## src/common/agc_pkg.sv

```systemverilog
// constants and types shared by the amplifier control block
// Operation
// - three gain stages: preamp, two mixer volumes
// - preamp gain has four settings, 0 to 6 dB
// - preamp gain from analog config bits 1:0
// - converter volume from mixer register bits 5:0
// - serial volume from mixer register bits 13:8
// - 64 volume steps, -76.5 to 18 dB
// - all internal clocks from one reference clock
// - config bit 11 picks bit clock over master
// - rate field bits 10:8 matches reference frequency
// - five reference frequencies are accepted
// - bit 1 clear selects pin mode, default
// - pin level high runs, low disables device
// - edge option: each pin rising edge toggles
// - software mode: bit 0 enables the device
// - disabling keeps all register contents intact
// - bits 12 and 14 set halt oscillator
package agc_pkg;
   // ****************************************
   // register indices, byte address is index times four
   // ****************************************
   localparam logic [11:0] ECC_IDX = 12'h521;
   localparam logic [11:0] MIX_IDX = 12'h522;
   localparam logic [11:0] ANA_IDX = 12'h523;
   localparam logic [11:0] STAT_IDX = 12'h524;
   localparam int ADDR_W = 14;
   localparam logic [ADDR_W-1:0] ECC_ADDR = {ECC_IDX, 2'b00};
   localparam logic [ADDR_W-1:0] MIX_ADDR = {MIX_IDX, 2'b00};
   localparam logic [ADDR_W-1:0] ANA_ADDR = {ANA_IDX, 2'b00};
   localparam logic [ADDR_W-1:0] STAT_ADDR = {STAT_IDX, 2'b00};
   // ****************************************
   // field positions
   // ****************************************
   localparam int ECC_EN_BIT = 0;
   localparam int ECC_FORCE_BIT = 1;
   localparam int ECC_PULSE_BIT = 2;
   localparam int ECC_RATE_LSB = 8;
   localparam int ECC_RATE_MSB = 10;
   localparam int ECC_CLKSEL_BIT = 11;
   localparam int ECC_OSCSEL_BIT = 12;
   localparam int ECC_OSCHALT_BIT = 14;
   localparam int MIX_CONV_LSB = 0;
   localparam int MIX_CONV_MSB = 5;
   localparam int MIX_SER_LSB = 8;
   localparam int MIX_SER_MSB = 13;
   localparam int ANA_GAIN_LSB = 0;
   localparam int ANA_GAIN_MSB = 1;
   // writable bits of each register, others read zero
   localparam logic [31:0] ECC_MASK = 32'h0000_5F07;
   localparam logic [31:0] MIX_MASK = 32'h0000_3F3F;
   localparam logic [31:0] ANA_MASK = 32'h0000_0003;
   // ****************************************
   // reset values
   // ****************************************
   localparam logic [31:0] ECC_RST = 32'h0000_0000;
   localparam logic [31:0] MIX_RST = 32'h0000_0000;
   localparam logic [31:0] ANA_RST = 32'h0000_0000;
   // ****************************************
   // encodings
   // ****************************************
   typedef enum logic [1:0] {
      GAIN_0DB = 2'h0,
      GAIN_2P4DB = 2'h1,
      GAIN_3P5DB = 2'h2,
      GAIN_6DB = 2'h3
   } agc_gain_t;
   typedef enum logic [2:0] {
      RATE_1P536 = 3'h0,
      RATE_3P072 = 3'h1,
      RATE_6P114 = 3'h2,
      RATE_12P288 = 3'h3,
      RATE_24P576 = 3'h4
   } agc_rate_t;
   // volume in tenths of dB: base plus step times code
   localparam logic signed [10:0] VOL_BASE_DB10 = -11'sd765;
   localparam logic signed [10:0] VOL_STEP_DB10 = 11'sd15;
   // preamp gain in tenths of dB per code
   localparam logic [5:0] GAIN_DB10_0 = 6'h00;
   localparam logic [5:0] GAIN_DB10_1 = 6'h18;
   localparam logic [5:0] GAIN_DB10_2 = 6'h23;
   localparam logic [5:0] GAIN_DB10_3 = 6'h3C;
   // shutdown control state
   typedef enum logic [2:0] {
      SD_RESET = 3'b001,
      SD_ON = 3'b010,
      SD_OFF = 3'b100
   } agc_sd_t;
endpackage

```

## src/common/agc_pin_if.sv

```systemverilog
// carrier between top and shutdown pin detector
`timescale 1ns/1ns
`default_nettype none
interface agc_pin_if;
   logic level;
   logic rise;
   modport det (output level, output rise);
   modport use_side (input level, input rise);
endinterface
`default_nettype wire

```

## src/design/agc_pin_sync.sv

```systemverilog
// shutdown pin synchroniser and rising edge detector
`timescale 1ns/1ns
`default_nettype none
module agc_pin_sync (
   // clock and reset
   input wire logic i_clk,
   input wire logic i_rst,
   // pin and results
   input wire logic i_pin,
   agc_pin_if.det pin
);
   logic meta_q;
   logic sync_q;
   logic prev_q;

   // ****************************************
   // two flops, edge taken off the second only
   // ****************************************
   // pin idles high (run); resetting to that level avoids a false edge
   always_ff @(posedge i_clk) begin
      if (i_rst) begin
         meta_q <= 1'b1;
         sync_q <= 1'b1;
         prev_q <= 1'b1;
      end else begin
         meta_q <= i_pin;
         sync_q <= meta_q;
         prev_q <= sync_q;
      end
   end

   assign pin.level = sync_q;
   assign pin.rise = sync_q & ~prev_q;
endmodule
`default_nettype wire

```

## src/design/agc_ctrl.sv

```systemverilog
// register bank, gain decode, clock select and shutdown control
//
// Added by the designer: the APB interface to the registers.
`timescale 1ns/1ns
`default_nettype none
module agc_ctrl
   import agc_pkg::*;
#(
   parameter int VOL_W = 6
) (
   // clock and reset
   input wire logic I_REF_CLK,
   input wire logic I_RST,
   // apb slave
   input wire logic I_PSEL,
   input wire logic I_PENABLE,
   input wire logic I_PWRITE,
   input wire logic [ADDR_W-1:0] I_PADDR,
   input wire logic [31:0] I_PWDATA,
   input wire logic [3:0] I_PSTRB,
   output logic [31:0] O_PRDATA,
   output logic O_PREADY,
   output logic O_PSLVERR,
   // shutdown pin
   input wire logic I_STANDBY_REQUEST_PIN,
   // gain settings
   output logic [1:0] O_PREAMP_GAIN_SEL,
   output logic [5:0] O_PREAMP_GAIN_DB10,
   output logic [VOL_W-1:0] O_CONVERTER_PATH_VOLUME,
   output logic [VOL_W-1:0] O_SERIAL_PATH_VOLUME,
   output logic signed [10:0] O_CONVERTER_VOL_DB10,
   output logic signed [10:0] O_SERIAL_VOL_DB10,
   // clocking
   output logic O_REF_CLK_SEL,
   output logic [2:0] O_REF_RATE,
   output logic O_RATE_RESERVED,
   output logic O_POWER_OSC_HALT,
   // device state
   output logic O_DEVICE_ENABLE
);
   // ****************************************
   // registers
   // ****************************************
   logic [31:0] ecc_q;
   logic [31:0] mix_q;
   logic [31:0] ana_q;
   logic run_q;
   agc_sd_t sd_q;
   agc_sd_t sd_d;
   logic wr_en;
   logic rd_en;
   logic hit;
   logic [31:0] rd_d;
   logic [31:0] wmask;
   logic rate_bad;
   logic [VOL_W-1:0] conv_code;
   logic [VOL_W-1:0] ser_code;
   logic [1:0] gain_code;
   logic [5:0] gain_db10;

   agc_pin_if pin ();

   agc_pin_sync u_pin (
      .i_clk(I_REF_CLK),
      .i_rst(I_RST),
      .i_pin(I_STANDBY_REQUEST_PIN),
      .pin(pin)
   );

   // ****************************************
   // apb decode, zero wait state
   // ****************************************
   assign wr_en = I_PSEL & I_PENABLE & I_PWRITE;
   assign rd_en = I_PSEL & I_PENABLE & ~I_PWRITE;
   assign hit = (I_PADDR == ECC_ADDR) || (I_PADDR == MIX_ADDR)
      || (I_PADDR == ANA_ADDR) || (I_PADDR == STAT_ADDR);

   generate
      for (genvar b = 0; b < 4; b++) begin : g_strb
         assign wmask[8*b +: 8] = {8{I_PSTRB[b]}};
      end
   endgenerate

   // registers hold through any shutdown; only reset clears them
   always_ff @(posedge I_REF_CLK) begin
      if (I_RST) begin
         ecc_q <= ECC_RST;
         mix_q <= MIX_RST;
         ana_q <= ANA_RST;
      end else if (wr_en) begin
         if (I_PADDR == ECC_ADDR) begin
            ecc_q <= ((ecc_q & ~wmask) | (I_PWDATA & wmask)) & ECC_MASK;
         end
         if (I_PADDR == MIX_ADDR) begin
            mix_q <= ((mix_q & ~wmask) | (I_PWDATA & wmask)) & MIX_MASK;
         end
         if (I_PADDR == ANA_ADDR) begin
            ana_q <= ((ana_q & ~wmask) | (I_PWDATA & wmask)) & ANA_MASK;
         end
      end
   end

   // status: bit 0 device enabled, bit 1 rate reserved
   always_comb begin
      rd_d = 32'h0000_0000;
      case (I_PADDR)
         ECC_ADDR: rd_d = ecc_q;
         MIX_ADDR: rd_d = mix_q;
         ANA_ADDR: rd_d = ana_q;
         STAT_ADDR: rd_d = {30'h0, rate_bad, run_q};
         default: rd_d = 32'h0000_0000;
      endcase
   end

   always_ff @(posedge I_REF_CLK) begin
      if (I_RST) begin
         O_PRDATA <= 32'h0000_0000;
         O_PREADY <= 1'b0;
         O_PSLVERR <= 1'b0;
      end else begin
         O_PREADY <= I_PSEL & ~I_PENABLE;
         O_PSLVERR <= I_PSEL & ~I_PENABLE & ~hit;
         if (I_PSEL & ~I_PENABLE & ~I_PWRITE) begin
            O_PRDATA <= hit ? rd_d : 32'h0000_0000;
         end
      end
   end

   // ****************************************
   // gain and volume decode
   // ****************************************
   assign gain_code = ana_q[ANA_GAIN_MSB:ANA_GAIN_LSB];
   assign conv_code = mix_q[MIX_CONV_MSB:MIX_CONV_LSB];
   assign ser_code = mix_q[MIX_SER_MSB:MIX_SER_LSB];

   always_comb begin
      case (agc_gain_t'(gain_code))
         GAIN_0DB: gain_db10 = GAIN_DB10_0;
         GAIN_2P4DB: gain_db10 = GAIN_DB10_1;
         GAIN_3P5DB: gain_db10 = GAIN_DB10_2;
         GAIN_6DB: gain_db10 = GAIN_DB10_3;
         default: gain_db10 = GAIN_DB10_0;
      endcase
   end

   function automatic logic signed [10:0] vol_db10(
      input logic [VOL_W-1:0] code
   );
      logic signed [10:0] c;
      c = signed'(11'(code));
      return 11'(VOL_BASE_DB10 + c * VOL_STEP_DB10);
   endfunction

   // three independent stages latched to outputs
   always_ff @(posedge I_REF_CLK) begin
      if (I_RST) begin
         O_PREAMP_GAIN_SEL <= 2'h0;
         O_PREAMP_GAIN_DB10 <= GAIN_DB10_0;
         O_CONVERTER_PATH_VOLUME <= '0;
         O_SERIAL_PATH_VOLUME <= '0;
         O_CONVERTER_VOL_DB10 <= VOL_BASE_DB10;
         O_SERIAL_VOL_DB10 <= VOL_BASE_DB10;
      end else begin
         O_PREAMP_GAIN_SEL <= gain_code;
         O_PREAMP_GAIN_DB10 <= gain_db10;
         O_CONVERTER_PATH_VOLUME <= conv_code;
         O_SERIAL_PATH_VOLUME <= ser_code;
         O_CONVERTER_VOL_DB10 <= vol_db10(conv_code);
         O_SERIAL_VOL_DB10 <= vol_db10(ser_code);
      end
   end

   // ****************************************
   // reference clock selection and rate
   // ****************************************
   always_comb begin
      case (ecc_q[ECC_RATE_MSB:ECC_RATE_LSB])
         RATE_1P536, RATE_3P072, RATE_6P114,
         RATE_12P288, RATE_24P576: rate_bad = 1'b0;
         default: rate_bad = 1'b1;
      endcase
   end

   // one selected reference feeds every internal clock domain
   always_ff @(posedge I_REF_CLK) begin
      if (I_RST) begin
         O_REF_CLK_SEL <= 1'b0;
         O_REF_RATE <= 3'h0;
         O_RATE_RESERVED <= 1'b0;
         O_POWER_OSC_HALT <= 1'b0;
      end else begin
         O_REF_CLK_SEL <= ecc_q[ECC_CLKSEL_BIT];
         O_REF_RATE <= ecc_q[ECC_RATE_MSB:ECC_RATE_LSB];
         O_RATE_RESERVED <= rate_bad;
         O_POWER_OSC_HALT <= ecc_q[ECC_OSCSEL_BIT]
            & ecc_q[ECC_OSCHALT_BIT];
      end
   end

   // ****************************************
   // shutdown control
   // ****************************************
   // edge mode starts from the state the previous mode left; level mode follows the pin directly
   always_comb begin
      sd_d = sd_q;
      if (ecc_q[ECC_FORCE_BIT]) begin
         sd_d = ecc_q[ECC_EN_BIT] ? SD_ON : SD_OFF;
      end else if (ecc_q[ECC_PULSE_BIT]) begin
         case (sd_q)
            SD_RESET: sd_d = SD_ON;
            SD_ON: sd_d = pin.rise ? SD_OFF : SD_ON;
            SD_OFF: sd_d = pin.rise ? SD_ON : SD_OFF;
            default: sd_d = SD_ON;
         endcase
      end else begin
         sd_d = pin.level ? SD_ON : SD_OFF;
      end
   end

   always_ff @(posedge I_REF_CLK) begin
      if (I_RST) begin
         sd_q <= SD_RESET;
      end else begin
         sd_q <= sd_d;
      end
   end

   always_ff @(posedge I_REF_CLK) begin
      if (I_RST) begin
         run_q <= 1'b0;
         O_DEVICE_ENABLE <= 1'b0;
      end else begin
         run_q <= (sd_d == SD_ON);
         O_DEVICE_ENABLE <= (sd_d == SD_ON);
      end
   end
endmodule
`default_nettype wire

```

## config.mk

```make
export PLATFORM = sky130hd
export DESIGN_NAME = agc_ctrl
export DESIGN_NICKNAME = d
export VERILOG_FILES = /design/src/common/agc_pkg.sv /design/src/common/agc_pin_if.sv /design/src/design/agc_pin_sync.sv /design/src/design/agc_ctrl.sv
export SDC_FILE = /design/constraint.sdc
export NUM_CORES = 1
export LEC_CHECK = 0
export ABC_CLOCK_PERIOD_IN_PS = 3000
export BUFFER_PORTS_ARGS = -buffer_cell sky130_fd_sc_hd__buf_2
export CAP_MARGIN = 10
export CORE_MARGIN = 2
export CORE_UTILIZATION = 47
export CTS_CLUSTER_SIZE = 24
export DETAILED_ROUTE_END_ITERATION = 6
export PLACE_DENSITY_LB_ADDON = 0.1
export SLEW_MARGIN = 20
export SYNTH_ARGS = -nofsm -noshare
export SYNTH_HDL_FRONTEND = slang
export SYNTH_SLANG_ARGS = --single-unit
```

## constraint.sdc

```tcl
create_clock -name I_REF_CLK -period 3 [get_ports I_REF_CLK]
set_clock_uncertainty 0.1 [all_clocks]
set_input_delay 0.3 -clock I_REF_CLK [delete_from_list [all_inputs] [get_ports I_REF_CLK]]
set_output_delay 0.3 -clock I_REF_CLK [all_outputs]
set_load 0.02 [all_outputs]
```

---- Word-level counts from Yosys, hierarchy flattened ----
Cells that the tools add are included.
W data, S select, Z words.
word-level totals
  register bits after elaboration ......... 112
  bits of input ports ..................... 56
  latch bits .............................. 0
  RAM bits ................................ 0
  ROM bits ................................ 0
  memories ................................ 0
  logic and storage cells ................. 78
  output and inout port bits .............. 83
cells by class
  bitwise operators ....................... 19
  equality and inequality tests ........... 14
  $mul .................................... 2
  divide/modulo/power cells ............... 0
  reduce and logical (&&, ||, !) cells .... 9
  $lt $le $gt $ge ......................... 0
  shift-type cells ........................ 0
  $add $sub $neg .......................... 2
  multiplexer cells ....................... 11
operator list
  kind                      number
  $pmux W15 S4              1
  $eq A14 B13 Y1 const B    4
  $mux W32                  1
  $and A15 B15 Y15          2
  $pmux W6 S4               1
  $add A11 B11 Y11 const A  2
  $mul A6 B4 Y10 const B    2
  $mux W3                   6
  $not A15 Y15              1
  $or A15 B15 Y15           1
  $and A14 B14 Y14          1
  $or A14 B14 Y14           1
  $eq A3 B2 Y1 const B      4
  $and A1 B1 Y1             7
  $eq A3 B3 Y1 const B      2
  $pmux W3 S2               1
  $reduce_and A2 Y1         3
  $reduce_or A5 Y1          1
  $eq A2 B2 Y1 const B      2
  $not A1 Y1                4
  $eq A3 B1 Y1 const B      1
  $logic_not A3 Y1          1
  $logic_or A1 B1 Y1        3
  $and A2 B2 Y2             1
  4 further kinds           4

---- Logic depth before layout (Yosys ltp) ----
Gate-level depths: netlist of run 1.
  depth after elaboration ................. 7
  mapped depth ............................ 12
  depth with buffers taken out ............ 11

---- Hierarchy ----
Synthesis of run 1 repeated with hierarchy kept, for this count alone.
unflattened totals
  cell total of the unflattened synthesis .. 501
  area total of the unflattened synthesis .. 4729.5 um2
by module, submodules not included
  module        times used  cells an instance  area each (um2)  seq. area each (um2)
  agc_ctrl      1           494                4644.5           1761.7
  agc_pin_sync  1           7                  85.1             60.1

---- Least setup slack after synthesis of run 1 ----
No wires, ideal clock.
  kind .................................... reg2reg
  start ................................... register (tool-made name)
  end ..................................... register O_CONVERTER_VOL_DB10[10]
  path buffers ............................ 0
  library setup time ...................... 0.127 ns
  period minus slack after synthesis ...... 3.249 ns
  arrival time ............................ 3.022 ns
  path slack .............................. -0.249 ns
  data required time ...................... 2.773 ns
  stages on the path, launching flop included .. 10
  path through ............................ dfxtp_1 -> fa_1 -> fa_1 -> inv_1 -> fa_1 -> nor3b_1 -> nand2_1 -> nor3_1 -> a31oi_1 -> or3_1
RTL lines
  item                  line             RTL
  end signal, assigned  agc_ctrl.sv:168  O_CONVERTER_VOL_DB10 <= vol_db10(conv_code);
  end, declared         agc_ctrl.sv:31   output logic signed [10:0] O_CONVERTER_VOL_DB10,

==> flow_metrics.tcl, run 1 <==
set metrics [dict create \
    outcome "finished, violations left" \
    violations "setup timing" \
    hold_viol 0 \
    routedWlPerCell_um 13.04 \
    synth_compound_area_share_pct 9.576 \
    drcViolationCount 0 \
    clk_pin_slew_ns 0.10 \
    drt_iter0_drc 77 \
    antenna_found_initial 0 \
    cts_tree "yes" \
    synthesis.area_um2 4808 \
    ys_top_cells_by_count "dfxtp_1, nor2_1, inv_1, ha_1, mux2i_1" \
    slew-limit-headroom_pct 64.18 \
    fmax_mhz 323.6 \
    synth_seq_cells 91 \
    synth_top_family_by_area "simple AND/OR/NAND/NOR gates" \
    fin_crit_ns 3.090 \
    io_buffers 98 \
    crit_path_max_incr_delay_ns 0.58 \
    syn_area_per_cell_um2 9.373 \
    final-seq-area_um2 1843 \
    leakage_nw 2.949 \
    path_delay_family "adder cells" \
    worst_ep_required_time_ns 3.14 \
    clkLatencyLatePin_ns 0.36 \
    synth_xor_area_share_pct 4.528 \
    critPathKind "register to register" \
    drtAntennaViolNets 0 \
    core_area_um2 9864 \
    syn_inst 513 \
    synth-edff-count 0 \
    clkSinkCount 91 \
    worst_pin_slew_ns 0.5316 \
    tns_ns -0.1892 \
    yosys.area_share.simple_pct 20.69 \
    cts_made_buffers 9 \
    async_flop_share_pct 0 \
    drv_slew 0 \
    die_x_um 105.1 \
    htree_levels 3 \
    endpoint_kind "register" \
    die_h_um 105.1 \
    worstPathMaxFanout 4 \
    power_density_nw_per_um2 348.4 \
    hp-class "input pin to register" \
    slowest_stage "fa_1" \
    final_core_util_pct 65.28 \
    fill_cells 830 \
    initial_utilization_pct 48.74 \
    synthTopCellsByArea "dfxtp_1, fa_1, ha_1" \
    synth_area_leader_cell "dfxtp_1" \
    via_count 4032 \
    synthMostInstantiatedCell "dfxtp_1" \
    finalNetCount 778 \
    maxCapViolCount 0 \
    antenna_cells 0 \
    synth-warning-count 0 \
    ios 139 \
    synthDistinctLibCells 58 \
    dp_hpwl_um 7951 \
    netlist.area_leader.share_pct 37.89 \
    ys.flop_type "dfxtp_1" \
    finalCritPeriodShare_pct 103.0 \
    ys_seq_area_share_pct 37.89 \
    drive_gt1_share_pct 38.47 \
    path_common_cell "fa_1" \
    grt_pass1_vias 3843 \
    crit_path_start_kind "register" \
    min_from "I_STANDBY_REQUEST_PIN" \
    first_pass_iters 4 \
    root_buffer "clkbuf_8" \
    synth.area.mux_share_pct 4.580 \
    grt_max_degree 64 \
    rsz0062_at_grt "true" \
    rows 36 \
    grt_pass1_wl_um 17420 \
    routed_wl_um 10610 \
    setup_slack_ns -0.09001 \
    cp_cell_sequence "fa_1 -> fa_1 -> ha_1 -> a211oi_2 -> o21ai_0 -> a211o_1 -> a41oi_1 -> xnor2_1 -> nor2_1" \
    cp.arrival_ns 3.23 \
    overflow 0 \
    syn2layout_area_growth_pct 33.93 \
    ir_drop_mv 0.1830 \
    synthAdderAreaFrac_pct 14.78 \
    clock_path_buffers 2 \
    path_buf_inv 0 \
    setup_viol 3 \
    grt_usage_pct 19.31 \
    routed_via_density 4.953 \
    multi_input_area_um2 2978 \
    gp_congestion 0.8133 \
    die_area_um2 11060 \
]
-- cell type report --
type	count	area share, %
Clock buffer	9	1.923
Clock inverter	7	1.477
Inverter	42	2.603
Multi-Input combinational cell	361	46.24
Sequential cell	91	28.62
Tap cell	133	2.584
Timing Repair Buffer	171	16.55
-- worst paths after layout --
| kind | slack, ns | to | cells after the start |
|---|---|---|---|
| setup / recovery | -0.09 | O_CONVERTER_VOL_DB10[9]$_SDFF_PP0_ | 9 |
| hold / removal | 0.03 | u_pin.meta_q$_SDFF_PP1_ | 2 |
| setup reg to reg | -0.09 | O_CONVERTER_VOL_DB10[9]$_SDFF_PP0_ | 9 |
| hold reg to reg | 0.34 | u_pin.pin.level$_SDFF_PP1_ | 1 |
-- repair_timing --
action,4_1_cts,5_1_grt
gates resized for setup,31,25
endpoints found under the setup margin,9,12
setup buffers,4,5
pin swaps,15,11
hold buffers,0,0
-- cell usage in the layout (no fill, tap or decap), types with 4 or more instances in the layout --
master	n
clkbuf_8	9
buf_6	4
nor3b_1	7
inv_4	4
mux2i_1	22
xor2_1	9
a21oi_1	14
inv_2	7
or2_2	4
nor3_1	8
xnor2_2	5
buf_2	98
nor2b_1	14
buf_4	68
fa_1	16
o21ai_0	14
xnor2_1	8
inv_1	31
or2_4	4
nand2_1	20
nand2b_1	14
nand3_1	12
ha_1	24
dfxtp_2	8
nand4_1	4
a221oi_1	8
ha_4	4
dfxtp_1	80
conb_1	19
nor2_1	66
-- layer usage --
layer  global-route usage (%)  up-vias  part of all wire, %
li1                         -     2009                    -
met1                    22.63     1927                   42
met2                    35.53       82                   53
met3                    3.369       14                  3.5
met4                    6.095        0                  1.4
met5                        0        -                    0
-- cells by family after synthesis --
| kind of cell | after synthesis |
|---|---|
| other | 1 |
| multiplexers | 22 |
| buffers and inverters | 79 |
| flip-flops | 91 |
| XOR/XNOR | 24 |
| adder cells (fa/ha/maj) | 46 |
| AND/OR/NAND/NOR | 183 |
| AO/OA/AOI/OAI | 67 |
-- where the power goes --
group	internal (mW)	switching, mW	leakage [nW]
combinational	0.0402	0.0811	2.10
clock	0.410	0.493	0.111
sequential	1.21	0.00518	0.742
total	1.66	0.580	2.95
-- stage by stage --
step / total power [mW] / instances / hold WS (ns) / cell area [um^2] / setup WS, ns
2_1_floorplan: 1.340 / 531 / 0.2277 / 4962 / -0.03757
3_3_place_gp: 1.368 / 790 / 0.3025 / 5898 / -0.1340
3_5_place_dp: 1.370 / 790 / 0.3053 / 5898 / -0.1722
4_1_cts: 2.263 / 810 / 0.009198 / 6289 / -0.1007
5_1_grt: 2.324 / 814 / 0.01692 / 6440 / -0.1954
6_report: 2.244 / 814 / 0.02701 / 6440 / -0.09001
Power figures use the tool's default switching activity.
==> run 2, diff against run 1 <==
- SKIP_CTS_REPAIR_TIMING: unset -> 1
==> run 2 against run 1 <==
  * The run still ends with setup timing left
  * Global-route usage down 0.57 points
  * Total power down 0.10%
  * Non-clock buffer count down 6
  * Worst setup slack worse by 0.0072 ns
  * Via count down 0.32%
  * Cell area down 1.6%
  * Sequential share of layout area up 0.50 points
  * Highest routed layer unchanged
==> flow_metrics.tcl, run 2 (synthesized netlist as in run 1, its figures left out) <==
set metrics [dict create \
    overflow 0 \
    power.total_mw 2.242 \
    gp_congestion 0.8133 \
    maxCapViolCount 0 \
    htree_levels 3 \
    routedWlPerCell_um 13.05 \
    drive_gt1_share_pct 36.59 \
    antenna_cells 0 \
    rrSetupSlack_ns -0.1 \
    drtAntennaViolNets 0 \
    dp.cells 790 \
    grt_pass1_vias 3754 \
    io_buffers 98 \
    rsz0062_at_grt "true" \
    grt_pass1_wl_um 16860 \
    slew-limit-headroom_pct 64.37 \
    core_area_um2 9864 \
    routed_wl_um 10540 \
    grt_max_degree 64 \
    dp_hpwl_um 7951 \
    violations "setup timing" \
    path_buf_inv 1 \
    crit_path_start_kind "register" \
    endpoint_kind "register" \
    finalCritPeriodShare_pct 103.2 \
    critPathKind "register to register" \
    clkLatencyLatePin_ns 0.36 \
    antenna_found_initial 0 \
    setup_slack_ns -0.09721 \
    hp-class "input pin to register" \
    first_pass_iters 4 \
    slowest_stage "fa_1" \
    drt_iter0_drc 95 \
    cp_cell_sequence "fa_1 -> fa_1 -> buf_6 -> ha_4 -> a211oi_2 -> o21ai_0 -> a211o_1 -> a41oi_2 -> xnor2_1 -> nor2_1" \
    worst_ep_required_time_ns 3.14 \
    cp.arrival_ns 3.24 \
    clk_pin_slew_ns 0.10 \
    outcome "finished, violations left" \
    hold_viol 0 \
    path_delay_family "adder cells" \
    finalNetCount 772 \
    syn2layout_area_growth_pct 31.80 \
    grt_usage_pct 18.74 \
    cts_tree "yes" \
    mostFrequentLayoutCells "buf_2, dfxtp_1, nor2_1, buf_4, inv_1" \
    fin_cells 808 \
    layout_commonest_cell "buf_2" \
    worst_pin_slew_ns 0.5288 \
    routed_via_density 4.974 \
    ios 139 \
    setup_viol 6 \
    crit_path_max_incr_delay_ns 0.58 \
    clock_path_buffers 2 \
    path_common_cell "fa_1" \
    drv_slew 0 \
    via_count 4019 \
    whs_ns 0.02381 \
    clkSinkCount 91 \
    worstPathMaxFanout 4 \
    ir_drop_mv 0.1831 \
    fmax_mhz 322.9 \
    rows 36 \
    drcViolationCount 0 \
    power_density_nw_per_um2 353.7 \
    die_h_um 105.1 \
    die_area_um2 11060 \
    initial_utilization_pct 48.74 \
    leakage_nw 2.907 \
    die_x_um 105.1 \
    cts_made_buffers 9 \
    fin_crit_ns 3.097 \
    root_buffer "clkbuf_8" \
]
==> run 2: cell count changes in the layout (fill, tap and decap cells not counted), moves of 2 or more <==
| cell | delta |
|---|---|
| buf_4 | -4 |
| buf_6 | -2 |
| inv_4 | -2 |
| nand3_1 | +2 |
| nand3_2 | -2 |
| xnor2_1 | +3 |
| xnor2_2 | -3 |
==> run 2: cell type report <==
type | instances | area [um^2]
Fill cell | 846 | 3527
Clock buffer | 9 | 123.9
Inverter | 42 | 162.7
Clock inverter | 7 | 95.09
Multi-Input combinational cell | 361 | 2930
Sequential cell | 91 | 1846
Tap cell | 133 | 166.4
Timing Repair Buffer | 165 | 1013
==> run 2: through the flow <==
stage                     util, %  setup slack [ns]  setup TNS [ns]  area [um^2]
after floorplan                 -          -0.03757        -0.07457         4962
after CTS                   62.01           -0.2099          -1.030         6117
after detailed placement    59.79           -0.1722         -0.8333         5898
after global placement      59.79           -0.1340         -0.5124         5898
after global routing        64.24           -0.2022          -1.361         6337
final                       64.24          -0.09721         -0.2716         6337
==> run 2: worst paths after layout <==
check	startpoint	endpoint	cells past startpoint
max	register	O_CONVERTER_VOL_DB10[9]$_SDFF_PP0_	10
min reg2reg	u_pin.meta_q$_SDFF_PP1_	u_pin.pin.level$_SDFF_PP1_	1
max reg2reg	register	O_CONVERTER_VOL_DB10[9]$_SDFF_PP0_	10
min	I_STANDBY_REQUEST_PIN	u_pin.meta_q$_SDFF_PP1_	2
==> run 2: power by group <==
group	total, mW	internal, mW	leakage, nW	switching (mW)
registers	1.22	1.21	0.743	0.00517
clock network	0.902	0.410	0.111	0.492
logic	0.121	0.0401	2.05	0.0810
total	2.24	1.66	2.91	0.578
==> run 2: worst register-to-register path, stage by stage, from the launching register on <==
cell      delay, ns
dfxtp_2        0.34
fa_1           0.58
fa_1           0.46
buf_6          0.14
ha_4           0.22
a211oi_2       0.25
o21ai_0        0.13
a211o_1        0.33
a41oi_2        0.23
xnor2_1        0.14
nor2_1         0.06
==> run 2: routing by layer <==
layer	vias up	routed length [um]	global-route usage, %	part of all wire, %
li1	1995	-	-	-
met1	1925	4461	22.27	42
met2	81	5527	33.72	52
met3	18	362	3.556	3.4
met4	0	189	6.286	1.8
met5	-	0	0	0
